==> config.mk <==
export PLATFORM = sky130hd
export DESIGN_NAME = pai_port
export DESIGN_NICKNAME = d
export VERILOG_FILES = /design/src/pai_pkg.sv /design/src/pai_port.sv
export SDC_FILE = /design/constraint.sdc
export NUM_CORES = 1
export LEC_CHECK = 0
export BUFFER_PORTS_ARGS = -buffer_cell sky130_fd_sc_hd__buf_4
export CAP_MARGIN = 20
export CELL_PAD_IN_SITES_DETAIL_PLACEMENT = 1
export CELL_PAD_IN_SITES_GLOBAL_PLACEMENT = 1
export CORE_MARGIN = 4
export CORE_UTILIZATION = 44
export DETAILED_ROUTE_END_ITERATION = 8
export PLACE_DENSITY = 0.85
export SLEW_MARGIN = 30
export SYNTH_ARGS = -nofsm -noshare
export SYNTH_HDL_FRONTEND = slang
export SYNTH_SLANG_ARGS = --single-unit
==> constraint.sdc <==
create_clock -name MCLK_IN -period 4.35 [get_ports MCLK_IN]
set_clock_uncertainty 0.2 [all_clocks]
set_input_delay 1.305 -clock MCLK_IN [delete_from_list [all_inputs] [get_ports MCLK_IN]]
set_output_delay 1.305 -clock MCLK_IN [all_outputs]
set_load 0.05 [all_outputs]
==> src/pai_pkg.sv <==
package pai_pkg;
  // register offsets (byte addresses on the local register port)
  localparam logic [3:0] OFF_SLEW = 4'h0;
  localparam logic [3:0] OFF_DRIVE = 4'h1;
  localparam logic [3:0] OFF_STATUS_CTRL = 4'h2;
  localparam logic [3:0] OFF_SOURCE_SEL = 4'h3;
  localparam logic [3:0] OFF_POLARITY = 4'h4;
  localparam logic [3:0] OFF_DIRECTION = 4'h5;
  localparam logic [3:0] OFF_PULL_EN = 4'h6;
  localparam logic [3:0] OFF_DATA = 4'h7;
  // implemented port bits: 7:6 and 3:0
  localparam logic [7:0] PORT_MASK = 8'hCF;
  localparam logic [7:0] IRQ_PIN_MASK = 8'h0F;
  // status/control field positions
  localparam int BIT_FLAG = 3;
  localparam int BIT_ACK = 2;
  localparam int BIT_IRQ_EN = 1;
  localparam int BIT_MODE = 0;
  localparam logic [7:0] RESET_VALUE = 8'h00;

  typedef struct packed {
    logic [7:0] drive;
    logic [7:0] oe;
    logic [7:0] slew;
    logic [7:0] strength;
    logic [7:0] pull_en;
    logic [7:0] pull_down;
  } pai_pin_ctrl_t;
endpackage

==> src/pai_port.sv <==
`timescale 1ns/1ps
`default_nettype none
module pai_port (
  // clock and reset
  input wire logic MCLK_IN,
  input wire logic RST_IN,
  // register port
  input wire logic [3:0] ADDR_IN,
  input wire logic [7:0] WDATA_IN,
  input wire logic WR_IN,
  input wire logic RD_IN,
  output logic [7:0] RDATA_OUT,
  // pins
  input wire logic [7:0] PIN_IN,
  output pai_pkg::pai_pin_ctrl_t PIN_CTRL_OUT,
  // interrupt
  output logic IRQ_OUT
);
  ////////////////////////////////////////////////////////////////////////
  logic [7:0] slew_limit_bits_r;
  logic [7:0] drive_strength_bits_r;
  logic [7:0] pin_irq_source_select_r;
  logic [7:0] pin_irq_polarity_r;
  logic [7:0] direction_bits_r;
  logic [7:0] pull_enable_bits_r;
  logic [7:0] port_data_bits_r;
  logic pin_irq_flag_r;
  logic pin_irq_enable_r;
  logic edge_level_select_r;
  logic [7:0] pin_meta_r;
  logic [7:0] pin_sync_r;
  logic [7:0] pin_prev_r;
  logic [7:0] active_now;
  logic [7:0] active_prev;
  logic edge_hit;
  logic level_hold;
  logic detect;
  logic ack_wr;
  logic [7:0] rdata_nxt;

  function automatic logic wr_at(input logic [3:0] a, input logic [3:0] off, input logic we);
    wr_at = we && (a == off);
  endfunction

  ////////////////////////////////////////////////////////////////////////
  // two-stage synchroniser
  // only the second stage feeds logic; the third stage is the edge reference, not a sync stage
  always_ff @(posedge MCLK_IN or posedge RST_IN) begin
    if (RST_IN) begin
      pin_meta_r <= 8'h00;
      pin_sync_r <= 8'h00;
      pin_prev_r <= 8'h00;
    end else begin
      pin_meta_r <= PIN_IN;
      pin_sync_r <= pin_meta_r;
      pin_prev_r <= pin_sync_r;
    end
  end

  ////////////////////////////////////////////////////////////////////////
  // reserved bits masked on write
  always_ff @(posedge MCLK_IN or posedge RST_IN) begin
    if (RST_IN) begin
      slew_limit_bits_r <= pai_pkg::RESET_VALUE;
      drive_strength_bits_r <= pai_pkg::RESET_VALUE;
      pin_irq_source_select_r <= pai_pkg::RESET_VALUE;
      pin_irq_polarity_r <= pai_pkg::RESET_VALUE;
      direction_bits_r <= pai_pkg::RESET_VALUE;
      pull_enable_bits_r <= pai_pkg::RESET_VALUE;
      port_data_bits_r <= pai_pkg::RESET_VALUE;
      pin_irq_enable_r <= 1'b0;
      edge_level_select_r <= 1'b0;
    end else begin
      if (wr_at(ADDR_IN, pai_pkg::OFF_SLEW, WR_IN)) begin
        slew_limit_bits_r <= WDATA_IN & pai_pkg::PORT_MASK;
      end
      if (wr_at(ADDR_IN, pai_pkg::OFF_DRIVE, WR_IN)) begin
        drive_strength_bits_r <= WDATA_IN & pai_pkg::PORT_MASK;
      end
      if (wr_at(ADDR_IN, pai_pkg::OFF_SOURCE_SEL, WR_IN)) begin
        pin_irq_source_select_r <= WDATA_IN & pai_pkg::IRQ_PIN_MASK;
      end
      if (wr_at(ADDR_IN, pai_pkg::OFF_POLARITY, WR_IN)) begin
        pin_irq_polarity_r <= WDATA_IN & pai_pkg::IRQ_PIN_MASK;
      end
      if (wr_at(ADDR_IN, pai_pkg::OFF_DIRECTION, WR_IN)) begin
        direction_bits_r <= WDATA_IN & pai_pkg::PORT_MASK;
      end
      if (wr_at(ADDR_IN, pai_pkg::OFF_PULL_EN, WR_IN)) begin
        pull_enable_bits_r <= WDATA_IN & pai_pkg::PORT_MASK;
      end
      if (wr_at(ADDR_IN, pai_pkg::OFF_DATA, WR_IN)) begin
        port_data_bits_r <= WDATA_IN & pai_pkg::PORT_MASK;
      end
      if (wr_at(ADDR_IN, pai_pkg::OFF_STATUS_CTRL, WR_IN)) begin
        pin_irq_enable_r <= WDATA_IN[pai_pkg::BIT_IRQ_EN];
        edge_level_select_r <= WDATA_IN[pai_pkg::BIT_MODE];
      end
    end
  end

  ////////////////////////////////////////////////////////////////////////
  // only selected pins; polarity flips sense
  assign active_now = (pin_sync_r ^ ~pin_irq_polarity_r) & pin_irq_source_select_r;
  assign active_prev = (pin_prev_r ^ ~pin_irq_polarity_r) & pin_irq_source_select_r;
  assign edge_hit = |(active_now & ~active_prev);
  // level mode keeps detecting while active
  assign level_hold = edge_level_select_r && (|active_now);
  assign detect = edge_hit || level_hold;
  assign ack_wr = wr_at(ADDR_IN, pai_pkg::OFF_STATUS_CTRL, WR_IN) && WDATA_IN[pai_pkg::BIT_ACK];

  // set wins over acknowledge; flag ignores direct writes
  always_ff @(posedge MCLK_IN or posedge RST_IN) begin
    if (RST_IN) begin
      pin_irq_flag_r <= 1'b0;
    end else if (detect) begin
      pin_irq_flag_r <= 1'b1;
    end else if (ack_wr) begin
      pin_irq_flag_r <= 1'b0;
    end
  end

  always_ff @(posedge MCLK_IN or posedge RST_IN) begin
    if (RST_IN) begin
      IRQ_OUT <= 1'b0;
    end else begin
      IRQ_OUT <= (pin_irq_flag_r || detect) && pin_irq_enable_r && !(ack_wr && !detect)
                 && !(WR_IN && ADDR_IN == pai_pkg::OFF_STATUS_CTRL && !WDATA_IN[pai_pkg::BIT_IRQ_EN])
                 || (pin_irq_flag_r || detect) && !(ack_wr && !detect)
                    && wr_at(ADDR_IN, pai_pkg::OFF_STATUS_CTRL, WR_IN) && WDATA_IN[pai_pkg::BIT_IRQ_EN];
    end
  end

  ////////////////////////////////////////////////////////////////////////
  // pin control outputs
  always_ff @(posedge MCLK_IN or posedge RST_IN) begin
    if (RST_IN) begin
      PIN_CTRL_OUT <= '0;
    end else begin
      PIN_CTRL_OUT.oe <= direction_bits_r;
      PIN_CTRL_OUT.drive <= port_data_bits_r & direction_bits_r;
      PIN_CTRL_OUT.slew <= slew_limit_bits_r & direction_bits_r;
      PIN_CTRL_OUT.strength <= drive_strength_bits_r & direction_bits_r;
      PIN_CTRL_OUT.pull_en <= pull_enable_bits_r & ~direction_bits_r;
      PIN_CTRL_OUT.pull_down <= pull_enable_bits_r & ~direction_bits_r
                                & pin_irq_source_select_r & pin_irq_polarity_r;
    end
  end

  ////////////////////////////////////////////////////////////////////////
  // read mux; unmapped reads zero
  always_comb begin
    rdata_nxt = 8'h00;
    case (ADDR_IN)
      pai_pkg::OFF_SLEW: rdata_nxt = slew_limit_bits_r;
      pai_pkg::OFF_DRIVE: rdata_nxt = drive_strength_bits_r;
      pai_pkg::OFF_STATUS_CTRL: begin
        rdata_nxt[pai_pkg::BIT_FLAG] = pin_irq_flag_r;
        rdata_nxt[pai_pkg::BIT_IRQ_EN] = pin_irq_enable_r;
        rdata_nxt[pai_pkg::BIT_MODE] = edge_level_select_r;
      end
      pai_pkg::OFF_SOURCE_SEL: rdata_nxt = pin_irq_source_select_r;
      pai_pkg::OFF_POLARITY: rdata_nxt = pin_irq_polarity_r;
      pai_pkg::OFF_DIRECTION: rdata_nxt = direction_bits_r;
      pai_pkg::OFF_PULL_EN: rdata_nxt = pull_enable_bits_r;
      pai_pkg::OFF_DATA: rdata_nxt = ((port_data_bits_r & direction_bits_r)
                                      | (pin_sync_r & ~direction_bits_r)) & pai_pkg::PORT_MASK;
      default: rdata_nxt = 8'h00;
    endcase
  end

  always_ff @(posedge MCLK_IN or posedge RST_IN) begin
    if (RST_IN) begin
      RDATA_OUT <= 8'h00;
    end else if (RD_IN) begin
      RDATA_OUT <= rdata_nxt;
    end else begin
      RDATA_OUT <= 8'h00;
    end
  end

  ////////////////////////////////////////////////////////////////////////
  // unselected pin never raises flag
  AST_UNSELECTED_QUIET: assert property (@(posedge MCLK_IN) disable iff (RST_IN)
    (pin_irq_source_select_r == 8'h00) && !pin_irq_flag_r |=> !pin_irq_flag_r)
    else $error("flag set with no source selected");
  AST_EDGE_SETS_FLAG: assert property (@(posedge MCLK_IN) disable iff (RST_IN)
    edge_hit |=> pin_irq_flag_r)
    else $error("edge did not set flag");
  AST_ACK_CLEARS: assert property (@(posedge MCLK_IN) disable iff (RST_IN)
    ack_wr && !detect |=> !pin_irq_flag_r)
    else $error("acknowledge failed to clear flag");
  // level held keeps flag across acknowledge
  AST_LEVEL_HOLDS: assert property (@(posedge MCLK_IN) disable iff (RST_IN)
    edge_level_select_r && (|active_now) && ack_wr |=> pin_irq_flag_r)
    else $error("level mode flag cleared while active");
  AST_IRQ_GATED: assert property (@(posedge MCLK_IN) disable iff (RST_IN)
    IRQ_OUT |-> $past(pin_irq_flag_r || detect))
    else $error("request without detection");
  AST_IRQ_STEADY: assert property (@(posedge MCLK_IN) disable iff (RST_IN)
    pin_irq_flag_r && pin_irq_enable_r ##1 pin_irq_flag_r && pin_irq_enable_r |-> IRQ_OUT)
    else $error("request missing while flag and enable set");
  // no slew control for input pins
  AST_SLEW_INPUT: assert property (@(posedge MCLK_IN) disable iff (RST_IN)
    (PIN_CTRL_OUT.slew & ~PIN_CTRL_OUT.oe) == 8'h00)
    else $error("slew applied to input");
  // pull-down only on enabled rising sources
  AST_PULLDOWN: assert property (@(posedge MCLK_IN) disable iff (RST_IN)
    (PIN_CTRL_OUT.pull_down & ~$past(pin_irq_source_select_r & pin_irq_polarity_r)) == 8'h00)
    else $error("pull-down on non rising source");
  AST_PULL_OUTPUT: assert property (@(posedge MCLK_IN) disable iff (RST_IN)
    (PIN_CTRL_OUT.pull_en & PIN_CTRL_OUT.oe) == 8'h00)
    else $error("pull enabled on output");
  AST_ACK_READS_ZERO: assert property (@(posedge MCLK_IN) disable iff (RST_IN)
    RD_IN && ADDR_IN == pai_pkg::OFF_STATUS_CTRL |=> !RDATA_OUT[pai_pkg::BIT_ACK])
    else $error("acknowledge bit read nonzero");

  ////////////////////////////////////////////////////////////////////////
  // pin control outputs lag their registers by one cycle, hence the $past terms
  // slew follows outputs
  AST_SLEW_FOLLOWS: assert property (@(posedge MCLK_IN) disable iff (RST_IN)
    PIN_CTRL_OUT.slew == $past(slew_limit_bits_r & direction_bits_r))
    else $error("slew control does not follow its register");
  AST_STRENGTH_INPUT: assert property (@(posedge MCLK_IN) disable iff (RST_IN)
    (PIN_CTRL_OUT.strength & ~PIN_CTRL_OUT.oe) == 8'h00)
    else $error("drive strength applied to input");
  AST_RESERVED_BITS: assert property (@(posedge MCLK_IN) disable iff (RST_IN)
    ((slew_limit_bits_r | drive_strength_bits_r) & ~pai_pkg::PORT_MASK) == 8'h00)
    else $error("reserved slew or drive bit set");
  AST_FLAG_WRITE_IGNORED: assert property (@(posedge MCLK_IN) disable iff (RST_IN)
    wr_at(ADDR_IN, pai_pkg::OFF_STATUS_CTRL, WR_IN) && !WDATA_IN[pai_pkg::BIT_ACK] && !detect
    |=> pin_irq_flag_r == $past(pin_irq_flag_r))
    else $error("flag changed by a write without acknowledge");
  AST_FLAG_NEEDS_DETECT: assert property (@(posedge MCLK_IN) disable iff (RST_IN)
    $rose(pin_irq_flag_r) |-> $past(detect))
    else $error("flag set without detection");
  AST_ACK_LOSES: assert property (@(posedge MCLK_IN) disable iff (RST_IN)
    detect && ack_wr |=> pin_irq_flag_r)
    else $error("acknowledge won over detection");
  AST_IRQ_OFF: assert property (@(posedge MCLK_IN) disable iff (RST_IN)
    !pin_irq_enable_r |-> !IRQ_OUT)
    else $error("request raised while disabled");
  AST_LEVEL_SETS: assert property (@(posedge MCLK_IN) disable iff (RST_IN)
    level_hold |=> pin_irq_flag_r)
    else $error("held level did not set flag");
  AST_EDGE_ONLY: assert property (@(posedge MCLK_IN) disable iff (RST_IN)
    !edge_level_select_r && !edge_hit && !pin_irq_flag_r |=> !pin_irq_flag_r)
    else $error("flag set without edge in edge mode");
  AST_SELECT_UPPER: assert property (@(posedge MCLK_IN) disable iff (RST_IN)
    ((pin_irq_source_select_r | pin_irq_polarity_r) & ~pai_pkg::IRQ_PIN_MASK) == 8'h00)
    else $error("select or polarity bit set above pin 3");
  AST_PULLUP_FALLING: assert property (@(posedge MCLK_IN) disable iff (RST_IN)
    (PIN_CTRL_OUT.pull_down & $past(~pin_irq_polarity_r)) == 8'h00)
    else $error("pull-down on falling polarity pin");
  AST_PULLDOWN_NEEDS_PULL: assert property (@(posedge MCLK_IN) disable iff (RST_IN)
    (PIN_CTRL_OUT.pull_down & ~PIN_CTRL_OUT.pull_en) == 8'h00)
    else $error("pull-down without pull enable");
  AST_OE_FOLLOWS_DIR: assert property (@(posedge MCLK_IN) disable iff (RST_IN)
    PIN_CTRL_OUT.oe == $past(direction_bits_r))
    else $error("output enable does not follow direction");
  AST_DRIVE_INPUT: assert property (@(posedge MCLK_IN) disable iff (RST_IN)
    (PIN_CTRL_OUT.drive & ~PIN_CTRL_OUT.oe) == 8'h00)
    else $error("drive level on input pin");
  AST_PREV_FOLLOWS: assert property (@(posedge MCLK_IN) disable iff (RST_IN)
    pin_prev_r == $past(pin_sync_r))
    else $error("edge reference not one cycle behind");
endmodule
`default_nettype wire

## Yosys cells after proc, flatten, opt, wreduce, memory -nomap -nowiden

Cells that the tools add are included.

| word-level totals | value |
|---|---|
| bits of input ports | 24 |
| bits in registers | 120 |
| word-level logic and storage cells | 80 |
| output and inout port bits | 57 |

| cells by class | value |
|---|---|
| reductions and logical operators | 29 |
| equal/unequal tests | 7 |
| bitwise logic cells | 16 |
| multiplexer cells | 7 |

Operators with widths:

| cell | count |
|---|---|
| $and 8x8->8 | 6 |
| $and 8x4->8 | 4 |
| $pmux 4 s5 | 1 |
| $logic_and 1x1->1 | 18 |
| $eq 4x3->1 const B | 4 |
| $not 8->8 | 2 |
| $pmux 2 s8 | 1 |
| $reduce_or 8->1 | 2 |
| $xor 8x8->8 | 2 |
| $eq 4x2->1 const B | 2 |
| $mux 8 | 1 |
| $not 4->8 | 1 |
| $or 8x8->8 | 1 |
| $pmux 1 s8 | 1 |
| $pmux 1 s7 | 1 |
| $eq 4x1->1 const B | 1 |
| $logic_not 1->1 | 4 |
| $logic_not 4->1 | 1 |
| $logic_or 1x1->1 | 3 |
| $mux 1 | 2 |
| $reduce_bool 2->1 | 1 |

## Depth between registers and ports, before layout

| depth | value |
|---|---|
| depth after elaboration | 14 |
| gate-level depth with buffers | 6 |
| mapped depth without buffers | 4 |

## Least setup slack after synthesis

No wires, ideal clock.

| path | value |
|---|---|
| path type | input to register |
| start | input port ADDR_IN[2] |
| end | register pin_irq_source_select_r[0] |
| data required time | 4.025 ns |
| library setup time | 0.125 ns |
| cell stages on the path | 4 |
| arrival time | 2.235 ns |
| path slack | 1.791 ns |
| buffers on the path | 1 |
| cells stage by stage | buf_4 > nor2_2 > and4_1 > mux2_2 |

| on the way | value |
|---|---|
| longest elaborated chain between the ends | 2 |

Ends and longest elaborated chain:

| item | RTL line | RTL |
|---|---|---|
| start: declaration | pai_port.sv:8 | `input wire logic [3:0] ADDR_IN,` |
| $eq 4x2->1 | pai_port.sv:42 | `wr_at = we && (a == off);` |
| $logic_and 1x1->1 | pai_port.sv:42 |  |
| end signal: assignment | pai_port.sv:66 | `pin_irq_source_select_r <= pai_pkg::RESET_VALUE;` |
| end signal: assignment | pai_port.sv:81 | `pin_irq_source_select_r <= WDATA_IN & pai_pkg::IRQ_PIN_MASK;` |
| end: declaration | pai_port.sv:22 | `logic [7:0] pin_irq_source_select_r;` |

No other way between the ends.
A chain may end at the register's enable or synchronous reset.

## Final worst setup path

| path | value |
|---|---|
| start | input port ADDR_IN[2] |
| end | register port_data_bits_r[0] |

| on the way | value |
|---|---|
| longest elaborated chain between the ends | 2 |

Ends and longest elaborated chain:

| item | RTL line | RTL |
|---|---|---|
| $eq 4x3->1 | pai_port.sv:42 |  |
| $logic_and 1x1->1 | pai_port.sv:42 |  |
| end signal: assignment | pai_port.sv:70 | `port_data_bits_r <= pai_pkg::RESET_VALUE;` |
| end signal: assignment | pai_port.sv:93 | `port_data_bits_r <= WDATA_IN & pai_pkg::PORT_MASK;` |
| end: declaration | pai_port.sv:26 | `logic [7:0] port_data_bits_r;` |

No other way between the ends.

==> flow_summary.ini <==
[die]
pin_count = 81
coreArea_um2 = 8760
initial_utilization = 0.454
rows = 34
die_w_um = 103
dieArea_um2 = 10600
die_y_um = 103

[job]
maxCapViolations = 0

[power]
vdd_drop_max_mv = 0.200
leakage_nw = 2.21
power_density_nw_per_um2 = 529

[worst_setup_path]
r2r_end = IRQ_OUT
crit_path_end_kind = flop
crit_family = simple AND/OR/NAND/NOR gates
ff2ff_setup_slack_ps = 2710
path_max_fanout = 21
arrival_ps = 2790
r2r_cells = 4
start_kind = input pin
cpMaxStageDelayCell = nand4_1
worstPathBufferInverterCount = 1
cp_cell_sequence = buf_4, nor2b_1, nand4_1, mux2_2
critPathKind = input pin to flop
r2r_start = pin_irq_polarity_r[2]
required_ps = 4400
slowest_delay_ps = 470

[min_path]
hp-class = flop to flop
hp-start = pin_meta_r[2]
hold_end = pin_sync_r[2]
hold_depth = 0

[cts]
cts_buffer_depth = 2
clock-sinks = 98
insertion_delay_ps = 360
h-tree-depth = 3
ctsHoldBuffers = 0
cts_root_buffer = clkbuf_8
cts_setup_buffers = 0
path_clk_slew_ps = 90
cts_tree = built
cts_buffers = 9
cts_resized = 0

[layout]
final_common_cell = dfrtp_1
final_cell_area_um2 = 4660
diodes = 0
stdcell_count = 473
layout_common_cells = 98 x dfrtp_1, 60 x buf_4, 32 x mux2_2
drive_gt1_frac = 0.315
area_growth_pct = 17.2
fillers = 899
final_nets = 386
fin_util = 0.532

[sta]
drv_slew = 0
slew_headroom = 0.646
fin_crit_sh = 0.630
fin_crit_ps = 2740
fin_ws_ps = 1610
final-setup-viol-count = 0
fmax_mhz = 365
worst_slew_pin_slew_ps = 531
rsz0062_at_grt = false
hold_viol = 0
fin_tns_setup_ps = 0

[synthesis]
avgSynthCellArea_um2 = 13.3
yosys.area.top_type = dfrtp_1
synthTopCellsByArea = dfrtp_1 62%, mux2_2 9.1%, buf_4 4.0%
syn-instance-count = 300
synth.distinct_cells = 47
yosysTopAreaCellShare = 0.616
async_reset_ff_frac = 1.00
yosysSeqAreaShare = 0.616
synth_edf_count = 0
synth_area_um2 = 3980
ys.flop_type = dfrtp_1
ys_seq_elements = 98
yosys_warnings = 0

[placed_design]
io_buffers = 60
routabilityCongestion = 0.865
place_hpwl_um = 6210
postPlaceCellArea_um2 = 4460
dp.cells = 459
place_ws_ps = 1240

[grt]
antenna_found_initial = 0
grt_pass1_vias = 2781
grt_pass1_wl_um = 14900
gr-total-overflow = 0
grt_max_degree = 99
grt_util_all_layers = 0.187

[status]
status = complete, no violations

[route]
first_pass_iters = 4
drc = 0
routed_wl_um = 9270
vias = 2554
drtAntennaViolNets = 0
drt_iter0_markers = 145
detail_route.wl_per_cell_um = 19.6
vias_per_cell = 5.40
per-stage QoR:
step	power, mW	hold WS [ps]
4_1_cts	2.48	154
2_1_floorplan	1.65	131
5_1_grt	2.58	159
3_5_place_dp	1.86	136
6_report	2.47	150
3_3_place_gp	1.83	132
routing by layer:
layer | track usage | vias up | part of all wire
met3 | 0.0359 | 13 | 0.049
met4 | 0.0608 | 0 | 0.016
met5 | 0 | - | 0
met2 | 0.329 | 71 | 0.52
met1 | 0.233 | 1331 | 0.42
li1 | - | 1139 | -
where the power goes:
| part | internal [mW] | switching [mW] | total [mW] |
|---|---|---|---|
| sequential | 1.07 | 0.123 | 1.19 |
| clock | 0.318 | 0.308 | 0.626 |
| combinational | 0.231 | 0.418 | 0.648 |
worst max-delay path by stage:
stage | startpoint | end | slack, ps | cells past startpoint
after floorplan | RST_IN | IRQ_OUT | 280 | 1
after global placement | ADDR_IN[2] | port_data_bits_r[3] | 1280 | 4
after detailed placement | ADDR_IN[2] | port_data_bits_r[1] | 1240 | 4
after CTS | ADDR_IN[2] | port_data_bits_r[1] | 1630 | 4
after global routing | ADDR_IN[2] | port_data_bits_r[6] | 1580 | 4
final | ADDR_IN[2] | port_data_bits_r[0] | 1610 | 4
cells by family after synthesis:
family	after synthesis	synth area share
DFF	98	0.616
and+or+nand+nor	80	0.123
muxes	47	0.130
AOI/OAI and AO/OA	41	0.0736
buffers and inverters	31	0.0519
xor gates and xnor gates	2	0.00440
other	1	0.000942
state kept, by name, indices dropped and copies added (netlist names):
name,flops
PIN_CTRL_OUT,34
RDATA_OUT,6
direction_bits_r,6
drive_strength_bits_r,6
pin_meta_r,6
pin_sync_r,6
port_data_bits_r,6
pull_enable_bits_r,6
slew_limit_bits_r,6
pin_irq_polarity_r,4
pin_irq_source_select_r,4
pin_prev_r,4
IRQ_OUT,1
edge_level_select_r,1
pin_irq_enable_r,1
pin_irq_flag_r,1
Yosys cell counts, types with 2 or more instances:
| cell | instances |
|---|---|
| o2bb2ai_1 | 3 |
| o21bai_1 | 2 |
| a2bb2oi_1 | 3 |
| xnor2_1 | 2 |
| dfrtp_1 | 98 |
| o21ai_0 | 6 |
| a22oi_1 | 2 |
| nand2_1 | 11 |
| nand3_1 | 5 |
| and2b_1 | 2 |
| mux2i_1 | 8 |
| a31oi_1 | 2 |
| nand4_1 | 2 |
| inv_1 | 6 |
| mux2_2 | 32 |
| buf_4 | 21 |
| nand2b_1 | 5 |
| a222oi_1 | 2 |
| and3_1 | 5 |
| mux2_1 | 7 |
| nor3_1 | 2 |
| a21oi_1 | 9 |
| nor2_1 | 5 |
| and2_1 | 18 |
| nand2_2 | 2 |
| o22ai_1 | 4 |
| nor2b_1 | 13 |
| a22o_1 | 2 |
| buf_2 | 3 |
final cells by class:
type	instances	area, um^2	area share
Clock buffer	9	124	0.0266
Timing Repair Buffer	61	470	0.101
Multi-Input combinational cell	186	1380	0.295
Clock inverter	5	81.3	0.0174
Sequential cell	98	2450	0.526
Inverter	6	23.8	0.00510
Tap cell	108	135	0.0290
(Power assumes the default switching activity.)
